<file path="src/dce_pkg.sv">
package dce_pkg;

  // ************************************************************
  // Command codes
  // ************************************************************
  localparam logic [7:0] CMD_ERASE    = 8'h14;
  localparam logic [7:0] CMD_WR_CFG   = 8'h1D;
  localparam logic [7:0] CMD_RD_CFG   = 8'h24;
  localparam logic [7:0] CMD_PC       = 8'h28;
  localparam logic [7:0] CMD_STATUS   = 8'h34;
  localparam logic [7:0] CMD_BP       = 8'h3B;
  localparam logic [7:0] CMD_HALT     = 8'h44;
  localparam logic [7:0] CMD_RESUME   = 8'h4C;
  localparam logic [7:0] CMD_INJECT   = 8'h54;
  localparam logic [7:0] CMD_STEP     = 8'h5C;
  localparam logic [7:0] CMD_REPLACE  = 8'h64;
  localparam logic [7:0] CMD_ID       = 8'h68;
  localparam logic [7:0] CMD_LEN_MASK = 8'hFC;

  // ************************************************************
  // Field positions
  // ************************************************************
  localparam int BP_SLOTS      = 4;
  localparam int BP_SLOT_HI    = 4;
  localparam int BP_SLOT_LO    = 3;
  localparam int BP_EN_BIT     = 2;
  localparam int ST_ERASE_DONE = 7;
  localparam int ST_CPU_IDLE   = 6;
  localparam int ST_HALTED     = 5;
  localparam int ST_PM0        = 4;
  localparam int ST_CAUSE      = 3;
  localparam int ST_LOCKED     = 2;
  localparam int ST_OSC_STABLE = 1;

  // ************************************************************
  // Reset values and counts
  // ************************************************************
  localparam logic [7:0]  CFG_RESET     = 8'h00;
  localparam logic [15:0] BP_ADDR_RESET = 16'h0000;
  localparam logic [4:0]  BITS_ONE_BYTE = 5'h08;
  localparam logic [4:0]  BITS_TWO_BYTE = 5'h10;

  typedef enum logic [1:0] {
    DCE_CMD,
    DCE_ARGS,
    DCE_RESP
  } dce_state_e;

endpackage

</file>
<file path="src/dce_engine.sv">
`timescale 1ns/100ps

// How it works
// - Status query returns the one-byte debug status word
// - Four independent breakpoint slots, numbered zero to three
// - Enabled slot matching the code address bus stops the CPU
// - Control bits 4:3 pick slot, bit 2 enables, others ignored
// - Second byte is address high half, third byte address low half
// - Mass erase sets flash to ones, returns status; a cleared lock bit is kept until reset
// - Configuration write stores next byte, returns status
// - Configuration read returns the last stored configuration byte
// - Program counter query returns sixteen bits as two bytes
// - Halt stops the CPU and returns status
// - Resume restarts a stopped CPU and returns status
// - Injection runs host bytes without moving the counter, returns status
// - Low two code bits give instruction length; zero is invalid
// - Single step runs next fetched instruction, returns status
// - Step with replace runs host instruction instead, returns status
// - Identity query returns part number byte then revision byte
// - Data driven on debug clock rise, sampled on its fall
// - One to four host bytes, one or two reply bytes, MSB first
// - When lock bit cleared only erase, status, identity are served
// - Status bit 7 is erase done; others CPU idle, halt, power mode 0, cause, lock, oscillator stable
module dce_engine #(
  parameter logic [7:0] PART_CODE = 8'hA5, // Arbitrary value
  parameter logic [7:0] REV_CODE  = 8'h01  // Arbitrary value
) (
  input  wire logic        mclk,
  input  wire logic        resetn,
  input  wire logic        clk_en,
  input  wire logic        debug_clock_pin,
  input  wire logic        debug_io_pin_i,
  output logic             debug_io_pin_o,
  output logic             debug_io_pin_oe,
  input  wire logic [15:0] cpu_code_addr,
  input  wire logic [15:0] cpu_pc,
  input  wire logic        cpu_idle,
  input  wire logic        power_mode_0,
  input  wire logic        osc_stable,
  input  wire logic        erase_busy,
  input  wire logic        debug_access_lock,
  output logic             cpu_halted,
  output logic             halt_cause_bp,
  output logic             cpu_step_req,
  output logic             cpu_inject_req,
  output logic             cpu_inject_replace,
  output logic [1:0]       cpu_inject_len,
  output logic [23:0]      cpu_inject_data,
  output logic             flash_erase_req,
  output logic [7:0]       debug_cfg
);

  // ************************************************************
  // State
  // ************************************************************
  typedef struct packed {
    logic                   ck_s1;
    logic                   ck_s2;
    logic                   ck_s3;
    logic                   io_s1;
    logic                   io_s2;
    dce_pkg::dce_state_e    st;
    logic [2:0]             bitc;
    logic [7:0]             rx;
    logic [7:0]             cmd;
    logic [1:0]             argc;
    logic [23:0]            args;
    logic [15:0]            tx;
    logic [4:0]             txn;
    logic                   io_o;
    logic                   io_oe;
    logic                   init;
    logic                   lock;
    logic                   halted;
    logic                   cause;
    logic [7:0]             cfg;
    logic [3:0]             bp_en;
    logic [3:0][15:0]       bp_addr;
    logic                   step_req;
    logic                   inject_req;
    logic                   replace;
    logic [1:0]             inj_len;
    logic [23:0]            inj_data;
    logic                   erase_req;
  } dce_state_s;

  dce_state_s s_q;
  dce_state_s s_d;

  // ************************************************************
  // Command decode
  // ************************************************************
  function automatic logic is_inject(input logic [7:0] c);
    is_inject = ((c & dce_pkg::CMD_LEN_MASK) == dce_pkg::CMD_INJECT) ||
                ((c & dce_pkg::CMD_LEN_MASK) == dce_pkg::CMD_REPLACE);
  endfunction
  function automatic logic [1:0] arg_count(input logic [7:0] c);
    if (c == dce_pkg::CMD_BP)
      arg_count = 2'd3;
    else if (c == dce_pkg::CMD_WR_CFG)
      arg_count = 2'd1;
    else if (is_inject(c))
      arg_count = c[1:0];
    else
      arg_count = 2'd0;
  endfunction
  function automatic logic cmd_known(input logic [7:0] c);
    unique case (c)
      dce_pkg::CMD_ERASE, dce_pkg::CMD_WR_CFG, dce_pkg::CMD_RD_CFG,
      dce_pkg::CMD_PC, dce_pkg::CMD_STATUS, dce_pkg::CMD_BP,
      dce_pkg::CMD_HALT, dce_pkg::CMD_RESUME, dce_pkg::CMD_STEP,
      dce_pkg::CMD_ID:
        cmd_known = 1'b1;
      default:
        cmd_known = is_inject(c) && (c[1:0] != 2'b00);
    endcase
  endfunction
  function automatic logic cmd_allowed(input logic [7:0] c,
                                       input logic lock);
    cmd_allowed = cmd_known(c) &&
                  (lock || c == dce_pkg::CMD_ERASE ||
                   c == dce_pkg::CMD_STATUS || c == dce_pkg::CMD_ID);
  endfunction

  // ************************************************************
  // Link sampling
  // ************************************************************
  logic        rise;
  logic        fall;
  logic [7:0]  rx_byte;
  logic        byte_done;
  logic [7:0]  cmd_now;
  logic [23:0] args_now;
  logic        exec_now;
  logic [7:0]  ctrl;
  logic [1:0]  slot;
  logic        bp_hit;
  logic [7:0]  status;

  assign rise      = s_q.ck_s2 & ~s_q.ck_s3;
  assign fall      = ~s_q.ck_s2 & s_q.ck_s3;
  assign rx_byte   = {s_q.rx[6:0], s_q.io_s2};
  assign byte_done = fall && s_q.st != dce_pkg::DCE_RESP && s_q.bitc == 3'd7;
  assign cmd_now   = (s_q.st == dce_pkg::DCE_CMD) ? rx_byte : s_q.cmd;
  assign args_now  = (s_q.st == dce_pkg::DCE_CMD) ? 24'h00_0000
                                                  : {s_q.args[15:0], rx_byte};
  assign exec_now  = byte_done &&
                     ((s_q.st == dce_pkg::DCE_CMD &&
                       cmd_allowed(rx_byte, s_q.lock) &&
                       arg_count(rx_byte) == 2'd0) ||
                      (s_q.st == dce_pkg::DCE_ARGS && s_q.argc == 2'd1));
  assign ctrl      = args_now[23:16];
  assign slot      = ctrl[dce_pkg::BP_SLOT_HI:dce_pkg::BP_SLOT_LO];

  // Comparison runs every cycle; a hit is taken only in cycles with clk_en high
  always_comb
  begin
    bp_hit = 1'b0;
    for (int i = 0; i < dce_pkg::BP_SLOTS; i++)
      if (s_q.bp_en[i] && s_q.bp_addr[i] == cpu_code_addr)
        bp_hit = 1'b1;
  end

  always_comb
  begin
    status = 8'h00;
    status[dce_pkg::ST_ERASE_DONE] = ~erase_busy;
    status[dce_pkg::ST_CPU_IDLE]   = cpu_idle;
    status[dce_pkg::ST_HALTED]     = s_q.halted;
    status[dce_pkg::ST_PM0]        = power_mode_0;
    status[dce_pkg::ST_CAUSE]      = s_q.cause;
    status[dce_pkg::ST_LOCKED]     = ~s_q.lock;
    status[dce_pkg::ST_OSC_STABLE] = osc_stable;
  end

  // ************************************************************
  // Next state
  // ************************************************************
  always_comb
  begin
    s_d            = s_q;
    s_d.ck_s1      = debug_clock_pin;
    s_d.ck_s2      = s_q.ck_s1;
    s_d.ck_s3      = s_q.ck_s2;
    s_d.io_s1      = debug_io_pin_i;
    s_d.io_s2      = s_q.io_s1;
    s_d.step_req   = 1'b0;
    s_d.inject_req = 1'b0;
    s_d.erase_req  = 1'b0;
    // Lock is taken once after reset, then only on CPU commands
    if (!s_q.init)
    begin
      s_d.init = 1'b1;
      s_d.lock = debug_access_lock;
    end
    if (fall && s_q.st != dce_pkg::DCE_RESP)
    begin
      s_d.rx   = rx_byte;
      s_d.bitc = s_q.bitc + 3'd1;
      if (s_q.bitc == 3'd7)
      begin
        if (s_q.st == dce_pkg::DCE_CMD)
        begin
          s_d.cmd = rx_byte;
          if (cmd_allowed(rx_byte, s_q.lock) && arg_count(rx_byte) != 2'd0)
          begin
            s_d.st   = dce_pkg::DCE_ARGS;
            s_d.argc = arg_count(rx_byte);
          end
        end
        else
        begin
          s_d.args = {s_q.args[15:0], rx_byte};
          s_d.argc = s_q.argc - 2'd1;
        end
      end
    end
    if (exec_now)
    begin
      s_d.st    = dce_pkg::DCE_RESP;
      s_d.io_oe = 1'b1;
      s_d.bitc  = 3'd0;
      s_d.txn   = dce_pkg::BITS_ONE_BYTE;
      s_d.tx    = {status, 8'h00};
      if (is_inject(cmd_now))
      begin
        s_d.inject_req = 1'b1;
        s_d.replace    = (cmd_now & dce_pkg::CMD_LEN_MASK) ==
                         dce_pkg::CMD_REPLACE;
        s_d.inj_len    = cmd_now[1:0];
        s_d.inj_data   = args_now;
        s_d.lock       = debug_access_lock;
      end
      else
      begin
        unique case (cmd_now)
          dce_pkg::CMD_ERASE:
            s_d.erase_req = 1'b1;
          dce_pkg::CMD_WR_CFG:
            s_d.cfg = args_now[7:0];
          dce_pkg::CMD_RD_CFG:
            s_d.tx = {s_q.cfg, 8'h00};
          dce_pkg::CMD_PC:
          begin
            s_d.tx  = cpu_pc;
            s_d.txn = dce_pkg::BITS_TWO_BYTE;
          end
          dce_pkg::CMD_ID:
          begin
            s_d.tx  = {PART_CODE, REV_CODE};
            s_d.txn = dce_pkg::BITS_TWO_BYTE;
          end
          dce_pkg::CMD_BP:
          begin
            s_d.bp_en[slot]   = ctrl[dce_pkg::BP_EN_BIT];
            s_d.bp_addr[slot] = args_now[15:0];
          end
          dce_pkg::CMD_HALT:
          begin
            s_d.halted = 1'b1;
            s_d.cause  = 1'b0;
            s_d.lock   = debug_access_lock;
          end
          dce_pkg::CMD_RESUME:
          begin
            s_d.halted = 1'b0;
            s_d.lock   = debug_access_lock;
          end
          dce_pkg::CMD_STEP:
          begin
            s_d.step_req = 1'b1;
            s_d.lock     = debug_access_lock;
          end
          default: ;
        endcase
      end
    end
    // Reply: bit out on rise, host takes it on the next fall
    if (s_q.st == dce_pkg::DCE_RESP)
    begin
      if (rise && s_q.txn != 5'd0)
      begin
        s_d.io_o = s_q.tx[15];
        s_d.tx   = {s_q.tx[14:0], 1'b0};
        s_d.txn  = s_q.txn - 5'd1;
      end
      else if (fall && s_q.txn == 5'd0)
      begin
        s_d.st    = dce_pkg::DCE_CMD;
        s_d.io_oe = 1'b0;
        s_d.io_o  = 1'b0;
      end
    end
    // A hit outranks a halt command in the same cycle
    if (bp_hit && !s_q.halted)
    begin
      s_d.halted = 1'b1;
      s_d.cause  = 1'b1;
    end
  end

  // ************************************************************
  // Registers
  // ************************************************************
  always_ff @(posedge mclk or negedge resetn)
  begin
    if (!resetn)
      s_q <= '0;
    else if (clk_en)
      s_q <= s_d;
  end

  assign debug_io_pin_o     = s_q.io_o;
  assign debug_io_pin_oe    = s_q.io_oe;
  assign cpu_halted         = s_q.halted;
  assign halt_cause_bp      = s_q.cause;
  assign cpu_step_req       = s_q.step_req;
  assign cpu_inject_req     = s_q.inject_req;
  assign cpu_inject_replace = s_q.replace;
  assign cpu_inject_len     = s_q.inj_len;
  assign cpu_inject_data    = s_q.inj_data;
  assign flash_erase_req    = s_q.erase_req;
  assign debug_cfg          = s_q.cfg;

  // ************************************************************
  // Checks
  // ************************************************************
  a_oe_only_reply: assert property (@(posedge mclk) disable iff (!resetn)
    debug_io_pin_oe |-> s_q.st == dce_pkg::DCE_RESP)
    else $error("Data pin driven outside a reply");
  a_bp_stop_cpu: assert property (@(posedge mclk) disable iff (!resetn)
    (clk_en && bp_hit && !cpu_halted) |=> (cpu_halted && halt_cause_bp))
    else $error("Breakpoint hit did not halt the CPU");
  a_reply_msb: assert property (@(posedge mclk) disable iff (!resetn)
    (clk_en && rise && s_q.st == dce_pkg::DCE_RESP && s_q.txn != 5'd0)
    |=> debug_io_pin_o == $past(s_q.tx[15]))
    else $error("Reply bit not sent MSB first");
  a_lock_ignore: assert property (@(posedge mclk) disable iff (!resetn)
    (clk_en && byte_done && s_q.st == dce_pkg::DCE_CMD && !s_q.lock &&
     rx_byte != dce_pkg::CMD_ERASE && rx_byte != dce_pkg::CMD_STATUS &&
     rx_byte != dce_pkg::CMD_ID)
    |=> (s_q.st == dce_pkg::DCE_CMD && !debug_io_pin_oe))
    else $error("Locked command was served");
  a_halt_cmd: assert property (@(posedge mclk) disable iff (!resetn)
    (clk_en && exec_now && cmd_now == dce_pkg::CMD_HALT) |=> cpu_halted)
    else $error("Halt command did not stop the CPU");
  a_cfg_write: assert property (@(posedge mclk) disable iff (!resetn)
    (clk_en && exec_now && cmd_now == dce_pkg::CMD_WR_CFG)
    |=> debug_cfg == $past(rx_byte))
    else $error("Configuration byte not stored");
  a_pc_reply: assert property (@(posedge mclk) disable iff (!resetn)
    (clk_en && exec_now && cmd_now == dce_pkg::CMD_PC)
    |=> (s_q.tx == $past(cpu_pc) && s_q.txn == dce_pkg::BITS_TWO_BYTE))
    else $error("Program counter reply wrong");
  a_erase_pulse: assert property (@(posedge mclk) disable iff (!resetn)
    (clk_en && exec_now && cmd_now == dce_pkg::CMD_ERASE)
    |=> flash_erase_req ##1 !flash_erase_req)
    else $error("Erase request not a single pulse");
  a_inject_len: assert property (@(posedge mclk) disable iff (!resetn)
    cpu_inject_req |-> cpu_inject_len != 2'b00)
    else $error("Injection with zero length");
endmodule // dce_engine

</file>
<file path="config.mk">
export PLATFORM = sky130hd
export DESIGN_NAME = dce_engine
export DESIGN_NICKNAME = d
export VERILOG_FILES = /design/src/dce_pkg.sv /design/src/dce_engine.sv
export SDC_FILE = /design/constraint.sdc
export NUM_CORES = 1
export LEC_CHECK = 0
export ABC_CLOCK_PERIOD_IN_PS = 3600
export BUFFER_PORTS_ARGS = -buffer_cell sky130_fd_sc_hd__buf_2
export CAP_MARGIN = 40
export CELL_PAD_IN_SITES_DETAIL_PLACEMENT = 1
export CELL_PAD_IN_SITES_GLOBAL_PLACEMENT = 1
export CORE_MARGIN = 4
export CORE_UTILIZATION = 48
export CTS_BUF_LIST = sky130_fd_sc_hd__clkbuf_8 sky130_fd_sc_hd__clkbuf_16
export DETAILED_ROUTE_END_ITERATION = 8
export PLACE_DENSITY = 0.89
export SYNTH_ARGS = -nofsm -noshare
export SYNTH_HDL_FRONTEND = slang
export SYNTH_SLANG_ARGS = --single-unit
</file>
<file path="constraint.sdc">
create_clock -name mclk -period 3.6 [get_ports mclk]
set_input_delay 0.72 -clock mclk [delete_from_list [all_inputs] [get_ports mclk]]
set_output_delay 0.72 -clock mclk [all_outputs]
set_load 0.02 [all_outputs]
</file>
Word-level counts from Yosys, hierarchy flattened
Cells that the tools add are included.
{ "classes": {"magnitude_cmp": 2, "n_reduce_logical": 50, "bitwise_logic": 8, "n_mux": 58, "addsub": 3, "eq_ne": 34} }
{ "ops": {"columns": ["cell", "count"], "rows": [
  ["$mux 109", 1],
  ["$mux 79", 1],
  ["$mux 68", 1],
  ["$bwmux 64", 1],
  ["$eq 16x16->1", 4],
  ["$eq 8x7->1 const B", 8],
  ["$mux 21", 3],
  ["$eq 8x6->1 const B", 7],
  ["$mux 24", 2],
  ["$pmux 16 s3", 1],
  ["$mux 47", 1],
  ["$mux 34", 1],
  ["$demux 16 s2", 1],
  ["$eq 8x5->1 const B", 4],
  ["$mux 2", 16],
  ["$mux 28", 1],
  ["$eq 6x5->1 const B", 4],
  ["$reduce_and 4->1", 6],
  ["$mux 23", 1],
  ["$mux 1", 19],
  ["$logic_and 1x1->1", 18],
  ["$mux 16", 1],
  ["$mux 8", 2],
  ["$reduce_bool 2->1", 6],
  ["other kinds (27)", 45]
]} }
{ "word_totals": {"ff_bits": 185, "input_bits": 42, "elab_cells": 186, "output_inout_bits": 42} }

Depth between registers and ports, before layout
Gate-level depths: netlist of run 1.
{ "logic_depth": {"ltp_word": 18, "depth_mapped": 10, "ltp_nobuf": 8} }

Least setup slack after synthesis of run 1
OpenSTA, ideal clock, no wires.
{ "synth_timing": {"path_kind": "register to register", "startpoint": "register s_q[179] (netlist bit)", "endpoint": "register (tool-made name)", "path_stages_with_launch": 10, "required_ps": 3475, "slack_ps": 629, "setup_ps": 125, "t_arrival_ps": 2847, "n_path_buf": 3, "synth_period_minus_slack_ps": 2971, "path_cell_list": "dfrtp_1 -> buf_6 -> or4_4 -> o31ai_2 -> nand3b_4 -> or4b_1 -> buf_2 -> nor3_2 -> buf_6 -> mux2_2"} }
{ "synth_lines": {"columns": ["element", "line", "rtl"], "rows": [
  ["start, declared", "dce_engine.sv:87", "dce_state_s s_q;"],
  ["start signal, assigned", "dce_engine.sv:308", "s_q <= '0;"],
  ["start signal, assigned", "dce_engine.sv:310", "s_q <= s_d;"]
]} }

==> impl_metrics.tcl, run 1 <==
set metrics [dict create \
    cp-end-kind "flop" \
    dpl_worst_slack_ns 0.315 \
    netlist_top_cells_area "dfrtp_1 (49%), mux2_2 (15%), xnor2_1 (4.7%), buf_4 (2.9%), nand3_1 (2.0%)" \
    cts_made_buffers 17 \
    fp.dieH_um 145 \
    via_per_inst 6.11 \
    rrSetupSlack_ns 0.22 \
    layout_commonest_cell "dfrtp_1" \
    status "finished clean" \
    ys_seq_area_share_pct 48.7 \
    hold_viol 0 \
    grt_pass1_wl_um 41800 \
    leakagePower_nw 4.86 \
    gp_congestion 0.861 \
    min_path_type "input port to async pin" \
    setup_viol 0 \
    worstMarginPinSlew_ns 0.765 \
    post_cts_buffers 0 \
    synth.avg_cell_area_um2 11.7 \
    drt_iter0_drc 502 \
    cts_tree "yes" \
    cts_sinks 176 \
    dp.cells 1030 \
    drt_pre_antenna_iters 5 \
    critPathLaunch "rx_byte[5]" \
    area_delta_synth_final_pct 11.8 \
    vdd_ir_drop_max_v 0.000261 \
    start_util_pct 49.5 \
    rsz0062_at_grt "false" \
    fin_cells 1060 \
    ys_ff_latch 176 \
    die_w_um 145 \
    hpwl_um 17900 \
    synth_area_leader_cell "dfrtp_1" \
    port_buffers 83 \
    setup_ws_ns 0.218 \
    antenna_found_initial 0 \
    cts_root_buf "clkbuf_16" \
    routed_wl_um 26000 \
    syn-num-nets 816 \
    synthesis.area_um2 9040 \
    grt_max_degree 70 \
    startpoint_type "flop" \
    ctsHoldBuffers 0 \
    ant_nets 0 \
    htree_levels 4 \
    cts_buffer_depth 2 \
    drc_errors 0 \
    arrival_ns 3.70 \
    regToRegStartpoint "rx_byte[5]" \
    post-route-period-util_pct 94.0 \
    async_reset_ff_share_pct 100 \
    worstPathRequired_ns 3.92 \
    num_rows 49 \
    wl_per_cell_um 24.5 \
    cp_max_fo 17 \
    fmax_ghz 0.296 \
    synth.distinct_cells 76 \
    via_count 6479 \
    total_power_mw 5.36 \
    yosysWarningCount 0 \
    path_clk_slew_ns 0.07 \
    fin_worst_skew_ns 0.0123 \
    drv_cap 0 \
    timing.final.crit_period_ns 3.38 \
    p_per_area_nw_per_um2 530 \
    drive_above_1_share_pct 34.4 \
    maxSlewHeadroom_pct 48.3 \
    tns_ns 0 \
    grt_pass1_vias 7156 \
    die_area_um2 21100 \
    final_cell_mix "dfrtp_1 (176), mux2_2 (117), buf_2 (82), xnor2_1 (49), nand2_1 (39)" \
    gr-total-overflow 0 \
    clock_latency_ns 0.44 \
    fillCellCount 1896 \
    coreArea_um2 18300 \
    report.final.slew_viol_count 0 \
    synth_edf_count 0 \
    cts-resized-gates 0 \
    ys.flop_type "dfrtp_1" \
    synth_top_area_share_pct 48.7 \
    fin_util_pct 55.3 \
    grt_usage_pct 25.2 \
    diodes 0 \
    nets 866 \
    critPathKind "flop to flop" \
    io_pins 84 \
    synth_cells 770 \
]
[path summary, 6_finish.rpt]
kind	end	cells past startpoint
worst min register to register	s_q[109]	1
worst max register to register	flop	8
min in group mclk	s_q[109]	1
max in group asynchronous	async pin	2
worst max-delay path	flop	8
worst min-delay path	cpu_inject_data[18]	1
[through the flow]
step,cell area (µm²),hold slack (ns)
final,10100,0.230
after floorplan,9040,0.424
after CTS,10100,0.261
after detailed placement,9490,0.474
after global placement,9490,0.463
after global routing,10100,0.261
[kinds of logic after synthesis]
family / count (synthesis) / synth area share [%]
muxes: 141 / 17.8
DFF: 176 / 48.7
xor gates and xnor gates: 66 / 6.39
buffers and inverters: 102 / 6.28
and+or+nand+nor: 196 / 12.8
AOI/OAI and AO/OA: 85 / 7.45
adders and majority gates: 4 / 0.554
[synth_stat cells (9+ instances only)]
cell type    n
a21oi_1      9
and2_1      19
buf_4       35
clkbuf_1    31
dfrtp_1    176
inv_1       23
mux2_2     117
mux2_4      10
mux2i_1     14
nand2_1     39
nand3_1     37
nand4_1     13
nor2_1      19
nor4_1      10
o21ai_0     15
xnor2_1     49
xor2_1      17
[power by group]
part | internal (mW) | total (mW) | leakage, nW | switching (mW)
logic | 0.435 | 1.09 | 2.18 | 0.654
clock network | 1.16 | 1.95 | 0.308 | 0.787
registers | 2.10 | 2.32 | 2.37 | 0.223
total | 3.70 | 5.36 | 4.86 | 1.66
[layer usage]
| metal | track usage, % | up-vias | share of wire [%] |
|---|---|---|---|
| li1 | - | 2806 | - |
| met1 | 31.1 | 3398 | 40 |
| met2 | 43.9 | 228 | 52 |
| met3 | 4.68 | 47 | 4.6 |
| met4 | 9.64 | 0 | 2.8 |
| met5 | 0 | - | 0 |
[worst max-delay path: stages, from the launching register on]
cell	delay, ns
dfrtp_1	0.54
nand2b_1	0.27
a311o_1	0.34
a2111oi_2	0.61
o32ai_4	0.30
buf_4	0.24
nor4_4	0.24
buf_4	0.31
mux2_2	0.40
[area by class of cell]
| class | count | area, µm² | share of cell area [%] |
|---|---|---|---|
| sequential | 176 | 4400 | 43.6 |
| multi-input combinational | 492 | 4070 | 40.3 |
| timing repair buffer | 109 | 642 | 6.35 |
| clock buffer | 21 | 480 | 4.75 |
| tap | 229 | 287 | 2.84 |
| clock inverter | 9 | 133 | 1.31 |
| inverter | 24 | 90.1 | 0.892 |
Power figures use the tool's default switching activity.
==> run 2, diff against run 1 <==
==> constraint.sdc (replaced) <==
create_clock -name mclk -period 3.6 [get_ports mclk]
set_input_delay 0.36 -clock mclk [delete_from_list [all_inputs] [get_ports mclk]]
set_output_delay 0.36 -clock mclk [all_outputs]
set_load 0.02 [all_outputs]
==> run 2 against run 1 <==
Net effect:
- the run now ends with hold timing left
- cell count decreased by 0.38%
- utilization decreased by 0.19 points
- maximum frequency decreased by 1.2%
- largest power group unchanged
- largest cell class unchanged
==> impl_metrics.tcl, run 2 (synthesized netlist as in run 1, its figures left out) <==
set metrics [dict create \
    status "finished, violations left" \
    violations "hold timing" \
    start_util_pct 49.5 \
    drt_pre_antenna_iters 5 \
    coreArea_um2 18300 \
    gr-total-overflow 0 \
    critical_path_depth 6 \
    fin_area_um2 10100 \
    min_path_type "input port to async pin" \
    path_clk_slew_ns 0.07 \
    path_delay_family "compound AO/OA/AOI/OAI gates" \
    area_delta_synth_final_pct 11.4 \
    cts_root_buf "clkbuf_16" \
    cts_buffer_depth 2 \
    hpwl_um 17700 \
    htree_levels 4 \
    fin_cells 1056 \
    post_cts_buffers 0 \
    diodes 0 \
    drive_above_1_share_pct 33.7 \
    regToRegStartpoint "rx_byte[6]" \
    timing.final.crit_period_ns 3.42 \
    leakagePower_nw 4.84 \
    crit_slowest_cell "nor4_4" \
    drc_errors 0 \
    setup_ws_ns 0.176 \
    cts_tree "yes" \
    critPathKind "flop to flop" \
    gp_congestion 0.879 \
    fin_worst_skew_ns 0.00807 \
    r2r_cells 6 \
    grt_max_degree 90 \
    rsz0062_at_grt "false" \
    vdd_ir_drop_max_v 0.000352 \
    layout_commonest_cell "dfrtp_1" \
    nets 860 \
    setup_viol 0 \
    max_stage_delay_ns 0.69 \
    cp_num_buf_inv 0 \
    io_pins 84 \
    post-route-period-util_pct 95.1 \
    seq_area_um2 4400 \
    final_cell_mix "dfrtp_1 (176), mux2_2 (117), buf_2 (82), xnor2_1 (49), nand2_1 (39)" \
    fp.dieH_um 145 \
    worst_hold_slack_ns -0.0123 \
    grt_pass1_vias 7443 \
    path_cells "nand2b_1 > a311o_1 > a2111oi_2 > o32ai_4 > nor4_4 > mux2_2" \
    drt_iter0_drc 646 \
    drv_cap 0 \
    grt_pass1_wl_um 44100 \
    worstPathRequired_ns 3.92 \
    report.final.slew_viol_count 0 \
    dp.cells 1024 \
    grt_usage_pct 26.6 \
    clock_latency_ns 0.44 \
    rrSetupSlack_ns 0.18 \
    fillCellCount 1907 \
    num_rows 49 \
    ctsHoldBuffers 0 \
    cp_max_fo 14 \
    tns_ns 0 \
    critPathLaunch "rx_byte[6]" \
    cts_sinks 176 \
    cts_made_buffers 17 \
    multiInputGateArea_um2 4070 \
    worstMarginPinSlew_ns 0.993 \
    antenna_found_initial 0 \
    total_power_mw 5.41 \
    routed_wl_um 27900 \
    cts-resized-gates 0 \
    maxSlewHeadroom_pct 32.9 \
    arrival_ns 3.74 \
    wl_per_cell_um 26.4 \
    p_per_area_nw_per_um2 537 \
    ant_nets 0 \
    via_count 6576 \
    die_area_um2 21100 \
    hold_viol 6 \
    die_w_um 145 \
    via_per_inst 6.23 \
    cp-end-kind "flop" \
    fin_util_pct 55.1 \
    dpl_worst_slack_ns 0.380 \
    placed_cell_area_um2 9450 \
    startpoint_type "flop" \
    fmax_ghz 0.292 \
    port_buffers 83 \
]
## run 2: cell types whose count changed in the layout (fill, tap and decap cells not counted), sizes merged
cell	change
buf	-6
inv	+3
clkbuf	-2
bufinv	+1
## run 2: layout make-up
| type | instances | share of cell area, % |
|---|---|---|
| Inverter | 24 | 0.895 |
| Clock inverter | 13 | 1.69 |
| Multi-Input combinational cell | 492 | 40.4 |
| Timing Repair Buffer | 103 | 5.93 |
| Sequential cell | 176 | 43.7 |
| Tap cell | 229 | 2.85 |
| Clock buffer | 19 | 4.50 |
## run 2: worst paths after layout
path	to
min in group mclk	s_q[122]
max in group asynchronous	s_q[182]
max reg2reg	debug_cfg[3]
max	debug_cfg[3]
min reg2reg	cpu_inject_req
min	cpu_inject_data[18]
## run 2: power by group
part	leakage, nW	internal (mW)	switching (mW)
logic	2.15	0.409	0.641
registers	2.37	2.10	0.260
clock network	0.324	1.19	0.811
## run 2: per-layer routing
| metal | vias up | share of wire, % | global-route usage [%] |
|---|---|---|---|
| li1 | 2797 | - | - |
| met1 | 3398 | 39 | 32.3 |
| met2 | 301 | 52 | 46.0 |
| met3 | 80 | 5.4 | 5.58 |
| met4 | 0 | 3.6 | 11.6 |
| met5 | - | 0 | 0 |
## run 2: worst register-to-register path: cells and delay by family, from the launching register on
family	cells	cell delay, ns
compound gates	3	1.35
flops	1	0.56
mux	1	0.42
simple gates	2	0.96
==> run 3, diff against run 2 <==
ABC_CLOCK_PERIOD_IN_PS = 3100   (was 3600)
CORE_UTILIZATION = 44   (was 48)
PLACE_DENSITY = 0.86   (was 0.89)
clock period = 3.1 ns   (was 3.6 ns; I/O delays follow)
==> run 3 against run 2 <==
Net effect:
- the run now ends clean
- utilization decreased by 3.1 points
- die area grew 8.6%
- non-clock buffer count grew 36
- maximum frequency grew 14%
- global-route usage down 3.2 points
- sequential power grew 12%
- combinational power up 42%
- via count fell by 0.79%
- first-iteration DRC count decreased by 32%
- count of clock-buffer cells in the layout is 2 lower
- largest cell class unchanged
- largest power group unchanged
==> impl_metrics.tcl, run 3 (synthesized netlist as in run 1, its figures left out) <==
set metrics [dict create \
    status "finished clean" \
    grt_usage_pct 23.4 \
    dp.cells 1094 \
    via_count 6524 \
    fillCellCount 2111 \
    path_clk_slew_ns 0.07 \
    cp-end-kind "flop" \
    timing.final.crit_period_ns 3.00 \
    die_area_um2 22900 \
    grt_pass1_vias 6948 \
    maxSlewHeadroom_pct 49.7 \
    area_delta_synth_final_pct 16.3 \
    final_cell_mix "dfrtp_1 (175), mux2_2 (117), buf_2 (82), xnor2_1 (49), buf_4 (49)" \
    grt_use_met1_pct 31.4 \
    grtUsageMet2_pct 38.3 \
    vdd_ir_drop_max_v 0.000444 \
    fmax_ghz 0.334 \
    cts_sinks 176 \
    path_cells "nand2b_1 > or3b_4 > a2111oi_4 > buf_4 > o32ai_4 > buf_4 > or3_4 > buf_12 > mux2_4" \
    wl_per_cell_um 23.0 \
    arrival_ns 3.31 \
    drc_errors 0 \
    port_buffers 83 \
    diodes 0 \
    via_per_inst 5.76 \
    total_power_mw 6.55 \
    top_usage_layer "met2" \
    htree_levels 4 \
    cp_common_cell "buf_4" \
    dpl_worst_slack_ns -0.0531 \
    regToRegStartpoint "rx_byte[5]" \
    drv_cap 0 \
    gp_congestion 0.852 \
    p_per_area_nw_per_um2 623 \
    worstPathRequired_ns 3.42 \
    fin_cells 1133 \
    cp_max_fo 17 \
    seq_area_um2 4410 \
    gr-total-overflow 0 \
    holdPathStages 3 \
    tns_ns 0 \
    max_stage_delay_ns 0.44 \
    start_util_pct 44.7 \
    post-route-period-util_pct 96.7 \
    crit_slowest_cell "dfrtp_2" \
    nets 896 \
    io_pins 84 \
    rsz0062_at_grt "false" \
    r2r_cells 9 \
    layout_commonest_cell "dfrtp_1" \
    min_path_type "input port to flop" \
    hold_viol 0 \
    grt_pass1_wl_um 40500 \
    report.final.slew_viol_count 0 \
    hpwl_um 18000 \
    drive_above_1_share_pct 37.5 \
    setup_ws_ns 0.103 \
    ant_nets 0 \
    cts_root_buf "clkbuf_16" \
    drt_iter0_drc 439 \
    die_w_um 151 \
    cts_tree "yes" \
    gr-usage-met3_pct 4.28 \
    fin_worst_skew_ns 0.0114 \
    routed_wl_um 26000 \
    setup_viol 0 \
    coreArea_um2 20200 \
    worst_hold_slack_ns 0.0994 \
    drt_pre_antenna_iters 5 \
    cts_buffer_depth 2 \
    startpoint_type "flop" \
    critPathLaunch "rx_byte[5]" \
    hp-start "cpu_pc[5]" \
    fp.dieH_um 151 \
    cts_made_buffers 17 \
    grt_max_degree 76 \
    multiInputGateArea_um2 4100 \
    clock_latency_ns 0.44 \
    leakagePower_nw 5.03 \
    num_rows 52 \
    antenna_found_initial 0 \
    critPathKind "flop to flop" \
    worstMarginPinSlew_ns 0.754 \
]
[run 3: changes by cell type in the layout (fill, tap and decap cells not counted), moves of 2 or more]
cell / delta
buf_4: +31
buf_12: +4
inv_1: -4
clkbuf_8: -2
clkinv_4: +2
clkinvlp_4: +2
inv_6: +2
[run 3: final cells by class]
| cell class | count | share of cell area (%) |
|---|---|---|
| tap | 270 | 3.21 |
| clock inverter | 15 | 2.24 |
| multi-input combinational | 492 | 39.0 |
| inverter | 24 | 0.857 |
| timing repair buffer | 139 | 8.75 |
| sequential | 176 | 41.9 |
| clock buffer | 17 | 4.05 |
[run 3: final timing paths]
kind	slack, ns	endpoint
worst max register to register	0.10	flop
min in group asynchronous	0.48	cpu_inject_data[0]
worst min register to register	0.49	s_q[175]
worst max-delay path	0.10	flop
max in group asynchronous	1.70	rx_byte[5]
worst min-delay path	0.1	s_q[122]
[run 3: metrics by stage]
step / area, µm² / util (%)
2_1_floorplan: 9040 / -
3_3_place_gp: 9770 / 48.3
3_5_place_dp: 9770 / 48.3
4_1_cts: 10500 / 51.8
5_1_grt: 10500 / 52.0
6_report: 10500 / 52.0
[run 3: worst max-delay path, delay by kind of cell (launching register included)]
| family | cells | cell delay (ns) |
|---|---|---|
| flip-flops | 1 | 0.44 |
| multiplexers | 1 | 0.33 |
| buffers and inverters | 3 | 0.58 |
| AND/OR/NAND/NOR | 3 | 1.01 |
| AO/OA/AOI/OAI | 2 | 0.49 |
[run 3: what timing repair did]
item                                    CTS  global route
resized for setup                         0             7
buffers inserted                          6             0
pin swaps                                 1             1
endpoints found under the setup margin   15            25
endpoints found under the hold margin    72             0
gates cloned                              0             0
hold buffers                              1             0
[run 3: where the power goes]
group          switching, mW  internal (mW)
clock                  0.982           1.44
sequential             0.195           2.44
combinational          0.854          0.639
[run 3: routing by layer]
layer  vias up  share of wire, %
met5         -                 0
met4         0               2.4
met3        52               4.8
met2       192                49
met1      3393                43
li1       2887                 -
